===== src/rtl/tmr_pkg.sv =====
// Constants, field layout and types of the 8-bit compare timer block.
// Assumes a single 40 MHz pclk domain and an APB register slave.
// Function
// - A nonzero compare output mode routes the compare output onto the pin.
// - Non-PWM: 00 off, 01 toggle, 10 clear, 11 set on match.
// - Fast PWM: 10 clears on match sets at BOTTOM, 11 inverse.
// - Fast PWM with compare at TOP and high bit set ignores the match.
// - Phase-correct: 10 clears on up match, sets on down match; 11 inverse.
// - Phase-correct with compare at TOP: action happens at TOP instead.
// - Clock select 0 stops; 1..7 divide source by 1,8,32,64,128,256,1024.
// - Counter register gives direct read and write access to the counter.
// - A counter write blocks the compare match on the next timer tick.
// - Compare value checked against counter every tick; equality is a match.
// - Async select 0 clocks from pclk, 1 from oscillator input pin.
// - Counter, compare and control contents are not guaranteed after async switch.
// - Async counter write sets its busy flag until the value is transferred.
// - Async compare write sets its busy flag until the value is transferred.
// - Waveform modes normal, phase PWM, clear-on-compare, fast PWM; TOP 0xFF except mode 2.
// - Async writes sit in a holding register, loaded after two oscillator edges.
// - Async control write sets its busy flag until the value is transferred.
package tmr_pkg;

  // ---------------------------------------------------------------
  // Register map
  // ---------------------------------------------------------------
  localparam logic [7:0] ADDR_ASYNC_STATUS = 8'h30;
  localparam logic [7:0] ADDR_TIMER_CONTROL = 8'h34;
  localparam logic [7:0] ADDR_COUNTER_VALUE = 8'h38;
  localparam logic [7:0] ADDR_COMPARE_VALUE = 8'h3C;
  localparam logic [7:0] ADDR_IRQ_STATUS = 8'h40;
  localparam logic [7:0] ADDR_IRQ_MASK = 8'h44;

  // ---------------------------------------------------------------
  // Fields
  // ---------------------------------------------------------------
  localparam int CTL_CS_LSB = 0;
  localparam int CTL_WAVE_HI_BIT = 3;
  localparam int CTL_COM_LSB = 4;
  localparam int CTL_WAVE_LO_BIT = 6;
  localparam logic [7:0] CTL_WRITE_MASK = 8'h7F;
  localparam int ASYNC_SEL_BIT = 3;
  localparam int BUSY_CONTROL = 0;
  localparam int BUSY_COMPARE = 1;
  localparam int BUSY_COUNTER = 2;
  localparam int IRQ_MATCH = 0;
  localparam int IRQ_OVERFLOW = 1;

  // ---------------------------------------------------------------
  // Values
  // ---------------------------------------------------------------
  localparam logic [7:0] RESET_BYTE = 8'h00;
  localparam logic [7:0] TOP_MAX = 8'hFF;
  localparam logic [7:0] BOTTOM = 8'h00;
  localparam logic [1:0] XFER_EDGES = 2'h2;

  typedef enum logic [1:0] {
    WAVE_NORMAL = 2'h0,
    WAVE_PHASE = 2'h1,
    WAVE_CTC = 2'h2,
    WAVE_FAST = 2'h3
  } tmr_wave_e;

endpackage : tmr_pkg


===== src/rtl/tmr_osc_edge.sv =====
// Rising-edge detector for the timer oscillator input pin.
// Assumes the pin is already synchronous to pclk.
`timescale 1ns/1ps
module tmr_osc_edge
  import tmr_pkg::*;
(
  input wire logic pclk,
  input wire logic presetn,
  input wire logic osc_in,
  output logic osc_rise
);

  typedef struct packed {
    logic prev;
  } tmr_edge_s;

  tmr_edge_s s;
  tmr_edge_s next_s;

  always_comb
  begin
    next_s = s;
    next_s.prev = osc_in;
  end

  always_ff @(posedge pclk or negedge presetn)
  begin
    if (!presetn)
      s <= '0;
    else
      s <= next_s;
  end

  assign osc_rise = osc_in & ~s.prev;

endmodule : tmr_osc_edge


===== src/rtl/tmr_prescaler.sv =====
// Prescaler turning source ticks into timer ticks.
// Assumes src_tick is a one-cycle enable in the pclk domain.
`timescale 1ns/1ps
module tmr_prescaler
  import tmr_pkg::*;
#(
  parameter int CNT_W = 10
)
(
  input wire logic pclk,
  input wire logic presetn,
  input wire logic src_tick,
  input wire logic [2:0] clock_select,
  output logic tick
);

  typedef struct packed {
    logic [CNT_W-1:0] cnt;
  } tmr_pre_s;

  tmr_pre_s s;
  tmr_pre_s next_s;

  function automatic logic [CNT_W-1:0] last_count(input logic [2:0] sel);
    case (sel)
      3'h2: last_count = CNT_W'(7);
      3'h3: last_count = CNT_W'(31);
      3'h4: last_count = CNT_W'(63);
      3'h5: last_count = CNT_W'(127);
      3'h6: last_count = CNT_W'(255);
      3'h7: last_count = CNT_W'(1023);
      default: last_count = '0;
    endcase
  endfunction : last_count

  // A stopped timer keeps its prescaler cleared, so a restart gives a full first period.
  assign tick = src_tick && (clock_select != 3'h0) && (s.cnt == last_count(clock_select));

  always_comb
  begin
    next_s = s;
    if (clock_select == 3'h0)
      next_s.cnt = '0;
    else if (tick)
      next_s.cnt = '0;
    else if (src_tick)
      next_s.cnt = s.cnt + CNT_W'(1);
  end

  always_ff @(posedge pclk or negedge presetn)
  begin
    if (!presetn)
      s <= '0;
    else
      s <= next_s;
  end

endmodule : tmr_prescaler


===== src/rtl/tmr_timer.sv =====
// 8-bit compare timer with PWM output, prescaler and asynchronous clock option.
// Assumes an APB master on pclk and pin inputs synchronous to pclk.
`timescale 1ns/1ps
module tmr_timer
  import tmr_pkg::*;
(
  input wire logic pclk,
  input wire logic presetn,
  input wire logic psel,
  input wire logic penable,
  input wire logic pwrite,
  input wire logic [7:0] paddr,
  input wire logic [31:0] pwdata,
  output logic [31:0] prdata,
  output logic pready,
  output logic pslverr,
  input wire logic timer_osc_input_pin,
  input wire logic port_out_value,
  input wire logic port_direction,
  output logic compare_output_pin,
  output logic compare_output_pin_oe_n,
  output logic irq
);

  // ---------------------------------------------------------------
  // State
  // ---------------------------------------------------------------
  typedef struct packed {
    logic [7:0] ctl;
    logic [7:0] ctl_tmp;
    logic [7:0] cnt;
    logic [7:0] cnt_tmp;
    logic [7:0] cmp;
    logic [7:0] cmp_tmp;
    logic async_sel;
    logic [2:0] busy;
    logic [2:0][1:0] xfer;
    logic block;
    logic down;
    logic oc;
    logic [1:0] irq_status;
    logic [1:0] irq_mask;
    logic [31:0] rdata;
    logic slverr;
  } tmr_state_s;

  tmr_state_s s;
  tmr_state_s next_s;

  logic osc_rise;
  logic tick;
  logic src_tick;
  tmr_wave_e wave;
  logic [1:0] com;
  logic [7:0] top;
  logic match;
  logic up;
  logic wr;
  logic [1:0] irq_set;
  logic [1:0] irq_clr;

  // ---------------------------------------------------------------
  // Helpers
  // ---------------------------------------------------------------
  // One counter step in the given direction; it wraps modulo 256 on purpose.
  function automatic logic [7:0] count_step(input logic [7:0] value, input logic dec);
    if (dec)
      count_step = value - 8'h01;
    else
      count_step = value + 8'h01;
  endfunction : count_step

  // Level left by a compare event in a PWM mode; mode 01 is reserved and keeps the level.
  function automatic logic pwm_level(input logic [1:0] mode, input logic up_match, input logic level);
    if (!mode[1])
      pwm_level = level;
    else if (up_match)
      pwm_level = mode[0];
    else
      pwm_level = ~mode[0];
  endfunction : pwm_level

  // True on the count that the last oscillator edge of a transfer finds.
  function automatic logic xfer_last(input logic [1:0] count);
    xfer_last = (count == XFER_EDGES - 2'h1);
  endfunction : xfer_last

  // Registers are one byte wide; the upper bits of a read word are zero.
  function automatic logic [31:0] byte_word(input logic [7:0] value);
    byte_word = {24'h00_0000, value};
  endfunction : byte_word

  // ---------------------------------------------------------------
  // Clock source and prescaler
  // ---------------------------------------------------------------
  tmr_osc_edge u_osc_edge (
    .pclk(pclk),
    .presetn(presetn),
    .osc_in(timer_osc_input_pin),
    .osc_rise(osc_rise)
  );

  // With async select set the oscillator edge is the source tick, so the pin must run far slower than pclk.
  assign src_tick = s.async_sel ? osc_rise : 1'b1;

  tmr_prescaler #(.CNT_W(10)) u_prescaler (
    .pclk(pclk),
    .presetn(presetn),
    .src_tick(src_tick),
    .clock_select(s.ctl[CTL_CS_LSB +: 3]),
    .tick(tick)
  );

  // ---------------------------------------------------------------
  // Decode
  // ---------------------------------------------------------------
  assign wave = tmr_wave_e'({s.ctl[CTL_WAVE_HI_BIT], s.ctl[CTL_WAVE_LO_BIT]});
  assign com = s.ctl[CTL_COM_LSB +: 2];
  assign top = (wave == WAVE_CTC) ? s.cmp : TOP_MAX;
  assign match = tick && (s.cnt == s.cmp) && !s.block;
  // The bottom sample counts as up-going so a compare of zero holds the output steady.
  assign up = (!s.down && (s.cnt != TOP_MAX)) || (s.cnt == BOTTOM);
  assign wr = psel && penable && pwrite;

  always_comb
  begin
    next_s = s;
    irq_set = 2'h0;
    irq_clr = 2'h0;

    // ---------------------------------------------------------------
    // Counter
    // ---------------------------------------------------------------
    if (tick)
    begin
      next_s.block = 1'b0;
      if (wave == WAVE_PHASE)
      begin
        if (!s.down)
        begin
          if (s.cnt == TOP_MAX)
          begin
            next_s.down = 1'b1;
            next_s.cnt = count_step(s.cnt, 1'b1);
          end
          else
            next_s.cnt = count_step(s.cnt, 1'b0);
        end
        else if (s.cnt == BOTTOM)
        begin
          next_s.down = 1'b0;
          next_s.cnt = count_step(s.cnt, 1'b0);
          irq_set[IRQ_OVERFLOW] = 1'b1;
        end
        else
          next_s.cnt = count_step(s.cnt, 1'b1);
      end
      else
      begin
        next_s.down = 1'b0;
        if (s.cnt == TOP_MAX)
          irq_set[IRQ_OVERFLOW] = 1'b1;
        if (s.cnt == top)
          next_s.cnt = BOTTOM;
        else
          next_s.cnt = count_step(s.cnt, 1'b0);
      end
    end

    if (match)
      irq_set[IRQ_MATCH] = 1'b1;

    // ---------------------------------------------------------------
    // Compare output
    // ---------------------------------------------------------------
    unique case (wave)
      WAVE_NORMAL, WAVE_CTC:
      begin
        if (match)
        begin
          unique case (com)
            2'h1: next_s.oc = ~s.oc;
            2'h2: next_s.oc = 1'b0;
            2'h3: next_s.oc = 1'b1;
            default: next_s.oc = s.oc;
          endcase
        end
      end
      WAVE_FAST:
      begin
        if (com[1] && tick)
        begin
          if (s.cnt == TOP_MAX)
            next_s.oc = pwm_level(com, 1'b0, s.oc);
          else if (match && (s.cmp != TOP_MAX))
            next_s.oc = pwm_level(com, 1'b1, s.oc);
        end
      end
      WAVE_PHASE:
      begin
        if (com[1] && tick)
        begin
          if (s.cmp == TOP_MAX)
          begin
            if (s.cnt == TOP_MAX)
              next_s.oc = pwm_level(com, 1'b0, s.oc);
          end
          else if (match)
            next_s.oc = pwm_level(com, up, s.oc);
        end
      end
    endcase

    // ---------------------------------------------------------------
    // Holding register transfers
    // ---------------------------------------------------------------
    for (int i = 0; i < 3; i++)
    begin
      if (s.busy[i] && osc_rise)
      begin
        if (xfer_last(s.xfer[i]))
        begin
          next_s.busy[i] = 1'b0;
          next_s.xfer[i] = 2'h0;
        end
        else
          next_s.xfer[i] = s.xfer[i] + 2'h1;
      end
    end
    if (s.busy[BUSY_CONTROL] && !next_s.busy[BUSY_CONTROL])
      next_s.ctl = s.ctl_tmp;
    if (s.busy[BUSY_COMPARE] && !next_s.busy[BUSY_COMPARE])
      next_s.cmp = s.cmp_tmp;
    if (s.busy[BUSY_COUNTER] && !next_s.busy[BUSY_COUNTER])
    begin
      next_s.cnt = s.cnt_tmp;
      next_s.block = 1'b1;
    end

    // ---------------------------------------------------------------
    // Register writes
    // ---------------------------------------------------------------
    // A rewrite while busy restarts the transfer; software must avoid it.
    if (wr)
    begin
      unique case (paddr)
        ADDR_ASYNC_STATUS:
        begin
          next_s.async_sel = pwdata[ASYNC_SEL_BIT];
          if (pwdata[ASYNC_SEL_BIT] != s.async_sel)
          begin
            // Pending transfers are dropped on a clock switch.
            next_s.busy = 3'h0;
            next_s.xfer = '0;
          end
        end
        ADDR_TIMER_CONTROL:
        begin
          next_s.ctl_tmp = pwdata[7:0] & CTL_WRITE_MASK;
          if (s.async_sel)
          begin
            next_s.busy[BUSY_CONTROL] = 1'b1;
            next_s.xfer[BUSY_CONTROL] = 2'h0;
          end
          else
            next_s.ctl = pwdata[7:0] & CTL_WRITE_MASK;
        end
        ADDR_COUNTER_VALUE:
        begin
          next_s.cnt_tmp = pwdata[7:0];
          if (s.async_sel)
          begin
            next_s.busy[BUSY_COUNTER] = 1'b1;
            next_s.xfer[BUSY_COUNTER] = 2'h0;
          end
          else
          begin
            next_s.cnt = pwdata[7:0];
            next_s.block = 1'b1;
          end
        end
        ADDR_COMPARE_VALUE:
        begin
          next_s.cmp_tmp = pwdata[7:0];
          if (s.async_sel)
          begin
            next_s.busy[BUSY_COMPARE] = 1'b1;
            next_s.xfer[BUSY_COMPARE] = 2'h0;
          end
          else
            next_s.cmp = pwdata[7:0];
        end
        ADDR_IRQ_STATUS: irq_clr = pwdata[1:0];
        ADDR_IRQ_MASK: next_s.irq_mask = pwdata[1:0];
        default: next_s.irq_mask = s.irq_mask;
      endcase
    end

    // ---------------------------------------------------------------
    // Interrupt flags
    // ---------------------------------------------------------------
    // An event in the clearing cycle still sets its bit.
    next_s.irq_status = (s.irq_status & ~irq_clr) | irq_set;

    // ---------------------------------------------------------------
    // Read data, captured in the setup cycle
    // ---------------------------------------------------------------
    if (psel && !penable)
    begin
      next_s.rdata = 32'h0000_0000;
      next_s.slverr = 1'b0;
      unique case (paddr)
        ADDR_ASYNC_STATUS: next_s.rdata[3:0] = {s.async_sel, s.busy};
        ADDR_TIMER_CONTROL: next_s.rdata = byte_word(s.ctl_tmp);
        ADDR_COUNTER_VALUE: next_s.rdata = byte_word(s.cnt);
        ADDR_COMPARE_VALUE: next_s.rdata = byte_word(s.cmp_tmp);
        ADDR_IRQ_STATUS: next_s.rdata[1:0] = s.irq_status;
        ADDR_IRQ_MASK: next_s.rdata[1:0] = s.irq_mask;
        default: next_s.slverr = 1'b1;
      endcase
    end
  end

  always_ff @(posedge pclk or negedge presetn)
  begin
    if (!presetn)
      s <= '0;
    else
      s <= next_s;
  end

  // ---------------------------------------------------------------
  // Outputs
  // ---------------------------------------------------------------
  assign prdata = s.rdata;
  assign pready = 1'b1;
  assign pslverr = s.slverr && psel && penable;
  assign compare_output_pin = (com != 2'h0) ? s.oc : port_out_value;
  assign compare_output_pin_oe_n = ~port_direction;
  assign irq = |(s.irq_status & s.irq_mask);

endmodule : tmr_timer


===== config.mk =====
export PLATFORM = sky130hd
export DESIGN_NAME = tmr_timer
export DESIGN_NICKNAME = d
export VERILOG_FILES = /design/src/rtl/tmr_pkg.sv /design/src/rtl/tmr_osc_edge.sv /design/src/rtl/tmr_prescaler.sv /design/src/rtl/tmr_timer.sv
export SDC_FILE = /design/constraint.sdc
export NUM_CORES = 1
export LEC_CHECK = 0
export ABC_AREA = 1
export BUFFER_PORTS_ARGS = -buffer_cell sky130_fd_sc_hd__buf_4
export CORE_ASPECT_RATIO = 1.2
export CORE_MARGIN = 3
export CORE_UTILIZATION = 55
export CTS_CLUSTER_SIZE = 8
export DETAILED_ROUTE_END_ITERATION = 10
export PLACE_DENSITY = 0.75
export SLEW_MARGIN = 5
export SYNTH_ARGS = -nofsm -noshare
export SYNTH_HDL_FRONTEND = slang
export SYNTH_SLANG_ARGS = --single-unit
export TNS_END_PERCENT = 20

===== constraint.sdc =====
create_clock -name pclk -period 2.45 [get_ports pclk]
set_clock_uncertainty 0.15 [all_clocks]
set_input_delay 0.1225 -clock pclk [delete_from_list [all_inputs] [get_ports pclk]]
set_output_delay 0.1225 -clock pclk [all_outputs]
set_load 0.005 [all_outputs]

==> results of run 1 <==
## cells in the final DEF, fill, tap and decap left out, types with 5 or more instances in the layout
| cell type | count |
|---|---|
| dlygate4sd3_1 | 9 |
| inv_1 | 93 |
| o21ai_0 | 70 |
| a31oi_1 | 5 |
| xor2_1 | 13 |
| conb_1 | 25 |
| o22ai_1 | 19 |
| ha_1 | 5 |
| a21oi_1 | 20 |
| nand2_1 | 201 |
| nand3_1 | 44 |
| dfrtp_1 | 83 |
| nand4_1 | 6 |
| o211ai_1 | 11 |
| nor2_2 | 6 |
| inv_2 | 10 |
| nor2_1 | 69 |
| nor3_1 | 8 |
| clkbuf_16 | 9 |
| o21ai_1 | 15 |
| buf_4 | 45 |
| nand2_2 | 5 |
## critical path: cells and delay by family (launching register included)
kind	cells	cell delay, ns
AND/OR/NAND/NOR	8	0.85
flip-flops	1	0.48
buffers and inverters	2	0.27
adder cells (fa/ha/maj)	1	0.22
AO/OA/AOI/OAI	2	0.13
## area by class of cell
cell class	instances	area [um2]	share of cell area [%]
multi-input cells	551	2700	44.7
inverters	104	390	6.45
clock inverters	6	48.8	0.806
well taps	123	154	2.54
repair buffers	55	448	7.40
flip-flops and latches	83	2080	34.3
clock buffers	10	229	3.78
## final timing paths
| path | from | endpoint | slack (ns) | cells after the start |
|---|---|---|---|---|
| worst max-delay path | s[75]$_DFF_PN0_ | s[78]$_DFF_PN0_ | 0.25 | 13 |
| worst min-delay path | paddr[3] | s[47]$_DFF_PN0_ | 0.04 | 5 |
| worst max register to register | s[75]$_DFF_PN0_ | s[78]$_DFF_PN0_ | 0.25 | 13 |
| worst min register to register | s[73]$_DFFE_PN0P_ | s[73]$_DFFE_PN0P_ | 0.34 | 2 |
| max in group asynchronous | presetn | s[90]$_DFF_PN0_ | 1.35 | 3 |
| min in group asynchronous | presetn | s[38]$_DFFE_PN0P_ | 0.18 | 2 |
## repair_timing
item	in CTS	in global routing
buffers inserted	0	0
hold buffers	9	0
endpoints found under the hold margin	55	0
## power by group through the flow
stage | sequential [mW] | combinational (mW) | clock, mW
3_3_place_gp | 1.87 | 1.45 | 0
4_1_cts | 1.85 | 1.52 | 1.29
5_1_grt | 1.89 | 1.76 | 1.34
2_1_floorplan | 1.74 | 1.25 | 0
3_5_place_dp | 1.88 | 1.50 | 0
6_report | 1.86 | 1.53 | 1.27
## metal layers
layer / vias up / global-route usage [%] / part of all wire, %
met2: 235 / 42.1 / 47
met5: - / 0 / 0
li1: 2481 / - / -
met4: 0 / 14.5 / 4.8
met1: 2315 / 32.2 / 42
met3: 42 / 3.64 / 6.8
## state kept, by name (all words and copies together) (netlist names)
signal         cells
u_prescaler.s     10
s                 62
com                2
prdata             8
u_osc_edge.s       1
## per-stage QoR
| step | total power [mW] | hold WS (ns) | worst slack [ns] |
|---|---|---|---|
| 2_1_floorplan | 2.99 | -0.323 | 0.604 |
| 4_1_cts | 4.66 | 0.0330 | 0.300 |
| 3_5_place_dp | 3.38 | 0.0138 | 0.313 |
| 3_3_place_gp | 3.32 | 0.00739 | 0.354 |
| 6_report | 4.67 | 0.0446 | 0.247 |
| 5_1_grt | 4.99 | 0.0419 | 0.0266 |
## cells by family (layout without fill, tap and decap cells)
kind of cell / count (synthesis) / after routing / share of synthesized area, %
other: 2 / 25 / 0.138
AND/OR/NAND/NOR: 356 / 356 / 29.0
buffers and inverters: 152 / 175 / 13.5
multiplexers: 1 / 1 / 0.207
AO/OA/AOI/OAI: 148 / 148 / 15.2
XOR/XNOR: 16 / 16 / 2.58
adder cells (fa/ha/maj): 5 / 5 / 1.15
flip-flops: 83 / 83 / 38.3
==> run_results.csv, run 1 <==
group,metric,value,unit
clock_network,cts_htree_levels,3,
finish,n_antenna_cell,0,
pwr,switching_share,38.5,%
clock_network,post_cts_resized,0,
drt,first_pass_iters,5,
drt,routed_wl,13800,um
yosys,synth-edff-count,0,
yosys,ys_ff_latch,83,
floorplan,start_util,56.8,%
finish,design_area,6050,um2
flow_run,cap_violations,0,
floorplan,dieArea,11100,um2
yosys,yosys-top-cells-count,"nand2_1 (201), inv_1 (93), dfrtp_1 (83), o21ai_0 (70), nor2_1 (69)",
yosys,ys_warn_count,0,
clock_network,clock-root-buffer,"clkbuf_16",
floorplan,rows,39,
yosys,synth_area,5430,um2
sta,maxSlewHeadroom,35.1,%
clock_network,clk_latency,0.34,ns
pwr,p_leak,3.09,nW
sta,finalHoldViolations,0,
yosys,synth_top_area_cell,"dfrtp_1",
global_route,first_global_vias,4758,
global_route,gr-total-overflow,0,
pwr,power_density,772,nW/um2
drt,dr_total_vias,5073,
drt,drt_iter0_drc,398,
finish,layout.cells.non_filler,932,
setup_path,cp_data_arrival_time,2.32,ns
yosys,synthFlopType,"dfrtp_1",
drt,ant_nets,0,
floorplan,die_x,96.7,um
place,place.gp.congestion,0.962,
drt,wl_per_cell,14.8,um
sta,finalSetupViolations,0,
place,hpwl,10400,um
setup_path,startpoint_type,"flop",
global_route,grt_antenna_before_repair,0,
global_route,grt_max_degree,43,
pwr,pwr-share-comb,32.8,%
place,detailed_place.area,5680,um2
pwr,clkPwrFrac,27.3,%
place,portBuffers,35,
worst_hold_path,hold_class,"in -> reg",
setup_path,cp_slowest_cell,"dfrtp_1",
setup_path,path_class,"reg -> reg",
clock_network,cts_tree,"done",
place,placed_cells,907,
drt,drcViolationCount,0,
sta,fmax,0.454,GHz
outcome,status,"finished clean",
drt,avgViaCountPerCell,5.44,
sta,min_period,2.20,ns
finish,layout.nets,857,
global_route,track_usage,25.4,%
yosys,async_flop_share,100,%
setup_path,crit_fanout,8,
clock_network,clk_pin_slew,0.06,ns
setup_path,cp-end-kind,"flop",
floorplan,pin_count,85,
finish,area_delta_synth_final,11.5,%
yosys,synth_top_area_share,38.3,%
yosys,synth.distinct_cells,41,
yosys,synthTopCellsByArea,"dfrtp_1 (38%), nand2_1 (14%), o21ai_0 (6.5%), inv_1 (6.4%), buf_4 (4.8%)",
yosys,syn_inst,763,
clock_network,clockBufferDepth,2,
yosys,yosysMostFrequentCell,"nand2_1",
sta,fin_crit_sh,89.9,%
clock_network,cts.sinks,83,
setup_path,worstPathCellList,"inv_1, ha_1, nand2_1, nor2_2, nand3_1, nand3_2, inv_2, nand2_1, o21ai_1, nand3_1, nand2_1, nand2_1, o21ai_1",
sta,setup_tns,0,ns
global_route,grt_pass1_wl,22800,um
setup_path,required,2.57,ns
floorplan,core-area,9560,um2
sta,report.final.slew_viol_count,0,
floorplan,dieHeight,115,um
pwr,ir_worst_vdd,0.514,mV
yosys,seq_area_frac_synth,38.3,%
sta,tightest_slew,0.970,ns
pwr,power_frac_seq,39.9,%
yosys,syn_avg_cell_area,7.11,um2
clock_network,numCtsBuffers,9,
sta,rsz0062_at_grt,"false",
finish,final_util,63.3,%
finish,drive_above_1_share,12.6,%
pwr,p_int,2.87,mW
finish,num-fill-cells,847,
setup_path,max_stage_delay,0.48,ns
pwr,power.switching,1.80,mW
setup_path,crit_top_cell,"nand2_1",
(Power assumes the default switching activity.)
==> run 2, diff against run 1 <==
--- a/config.mk
+++ b/config.mk
@@ -8,10 +8,11 @@
 export ABC_AREA = 1
 export BUFFER_PORTS_ARGS = -buffer_cell sky130_fd_sc_hd__buf_4
 export CORE_ASPECT_RATIO = 1.2
-export CORE_MARGIN = 3
+export CORE_MARGIN = 2
 export CORE_UTILIZATION = 55
 export CTS_CLUSTER_SIZE = 8
 export DETAILED_ROUTE_END_ITERATION = 10
+export GPL_TIMING_DRIVEN = 0
 export PLACE_DENSITY = 0.75
 export SLEW_MARGIN = 5
 export SYNTH_ARGS = -nofsm -noshare
==> run_results.csv, run 2 (synthesized netlist as in run 1, its figures left out) <==
group,metric,value,unit
outcome,status,"finished clean",
finish,final_cell_mix,"nand2_1 (201), inv_1 (92), dfrtp_1 (83)",
sta,rsz0062_at_grt,"false",
global_route,grt_max_degree,84,
clock_network,clk_pin_slew,0.07,ns
clock_network,numCtsBuffers,9,
setup_path,timing.rr.end,"s[76]$_DFF_PN0_",
clock_network,cts.sinks,83,
sta,fin_crit_sh,92.4,%
finish,num-fill-cells,844,
setup_path,path_class,"reg -> reg",
clock_network,post-cts-setup-buffers,0,
setup_path,startpoint,"s[75]$_DFF_PN0_",
finish,area_delta_synth_final,17.3,%
setup_path,cp_data_arrival_time,2.38,ns
drt,drcViolationCount,0,
worst_hold_path,hold_class,"in -> reg",
sta,report.final.slew_viol_count,0,
sta,finalHoldViolations,0,
setup_path,cp-end-kind,"flop",
place,placed_cells,944,
global_route,grt_antenna_before_repair,0,
global_route,grt_pass1_wl,23600,um
finish,layout_commonest_cell,"nand2_1",
setup_path,startpoint_type,"flop",
clock_network,cts_tree,"done",
place,preCtsSetupSlack,0.204,ns
floorplan,dieArea,10700,um2
sta,setup_tns,0,ns
finish,final_util,66.6,%
place,place.gp.congestion,0.937,
setup_path,worstPathCellList,"inv_1, ha_1, nand2_1, nor2_2, nand3_1, nand3_2, inv_2, o21ai_0, nand3_1, nand2_1, nand2_1, o21ai_1",
place,portBuffers,35,
drt,dr_total_vias,5210,
flow_run,cap_violations,0,
global_route,track_usage,28.4,%
pwr,totalPowerFinal,4.97,mW
setup_path,crit_fanout,8,
setup_path,crit_top_cell,"nand2_1",
floorplan,start_util,56.8,%
setup_path,cp_slowest_cell,"dfrtp_1",
drt,avgViaCountPerCell,5.37,
sta,fmax,0.442,GHz
drt,drt_iter0_drc,439,
clock_network,clockBufferDepth,2,
finish,drive_above_1_share,16.6,%
floorplan,rows,39,
drt,routed_wl,14200,um
finish,n_antenna_cell,0,
worst_hold_path,whs_endpoint,"s[78]$_DFF_PN0_",
pwr,power_density,780,nW/um2
drt,wl_per_cell,14.6,um
setup_path,required,2.56,ns
clock_network,clock-root-buffer,"clkbuf_16",
sta,min_period,2.26,ns
setup_path,ff2ff_setup_slack,0.19,ns
setup_path,critPathTopFamily,"simple AND/OR/NAND/NOR gates",
sta,finalWorstSetupSlack,0.187,ns
setup_path,r2r_start,"s[75]$_DFF_PN0_",
floorplan,pin_count,85,
floorplan,core-area,9560,um2
floorplan,die_x,94.7,um
global_route,first_global_vias,4925,
pwr,p_leak,3.31,nW
sta,maxSlewHeadroom,29.1,%
setup_path,max_stage_delay,0.47,ns
worst_hold_path,holdCritStartpoint,"pwdata[4]",
floorplan,dieHeight,113,um
clock_network,clk_latency,0.34,ns
setup_path,r2r.worst_path.cells,12,
global_route,gr-total-overflow,0,
finish,top_register,"s",
worst_hold_path,whs_path_depth,3,
place,hpwl,10500,um
drt,ant_nets,0,
finish,layout.nets,895,
setup_path,critical_path_buf_inv_count,2,
pwr,ir_worst_vdd,0.503,mV
clock_network,cts_htree_levels,3,
drt,first_pass_iters,5,
sta,tightest_slew,1.06,ns
finish,layout.cells.non_filler,970,
sta,finalSetupViolations,0,
finish,largest_reg_flops,62,
==> run 2: cell types whose count changed in the layout (fill, tap and decap cells not counted), moves of 2 or more <==
cell	before	now
buf_4	45	70
buf_2	0	9
buf_6	0	2
bufinv_16	0	2
clkbuf_8	0	2
clkinvlp_4	3	1
inv_6	2	0
==> run 2: timing repair <==
action / 4_1_cts / 5_1_grt
hold endpoints to repair: 101 / 0
hold buffers: 10 / 0
endpoints found under the setup margin: 0 / 1
gates resized for setup: 0 / 1
==> run 2: worst max-delay path by stage <==
stage | to | slack [ns] | cells after the start
after floorplan | s[76]$_DFF_PN0_ | 0.60 | 12
after global placement | s[76]$_DFF_PN0_ | 0.23 | 12
after detailed placement | s[76]$_DFF_PN0_ | 0.20 | 12
after CTS | s[76]$_DFF_PN0_ | 0.17 | 12
after global routing | s[76]$_DFF_PN0_ | 0.02 | 12
final | s[76]$_DFF_PN0_ | 0.19 | 12
==> run 2: worst reg2reg max path: cells and delay by family (launching register included) <==
kind                     cells  cell delay [ns]
AO/OA/AOI/OAI                2             0.25
buffers and inverters        2             0.25
AND/OR/NAND/NOR              7             0.86
adder cells (fa/ha/maj)      1             0.20
flip-flops                   1             0.47
==> run 2: metrics by stage <==
step | area (um2) | hold WS (ns)
6_report | 6370 | 0.0336
5_1_grt | 6370 | 0.0401
4_1_cts | 6370 | 0.0291
3_5_place_dp | 5930 | 0.0963
3_3_place_gp | 5930 | 0.0909
2_1_floorplan | 5510 | -0.323
==> run 2: layer usage <==
layer	track usage (%)	wire, um
met2	45.9	6720
met1	37.5	6140
met4	12.4	443
met5	0	0
met3	4.93	899
==> run 2: area by class of cell <==
class	instances	area (um2)	area share (%)
multi-input cells	551	2700	42.5
flip-flops and latches	83	2080	32.6
inverters	104	390	6.13
repair buffers	45	363	5.70
plain buffers	48	343	5.38
clock buffers	11	253	3.97
well taps	123	154	2.42
clock inverters	5	85.1	1.34
==> run 2: where the power goes <==
| group | total (mW) | internal, mW | switching [mW] | leakage (nW) |
|---|---|---|---|---|
| clock | 1.52 | 0.952 | 0.563 | 0.162 |
| sequential | 1.78 | 1.59 | 0.188 | 1.03 |
| combinational | 1.68 | 0.614 | 1.07 | 2.12 |
| total | 4.97 | 3.15 | 1.82 | 3.31 |
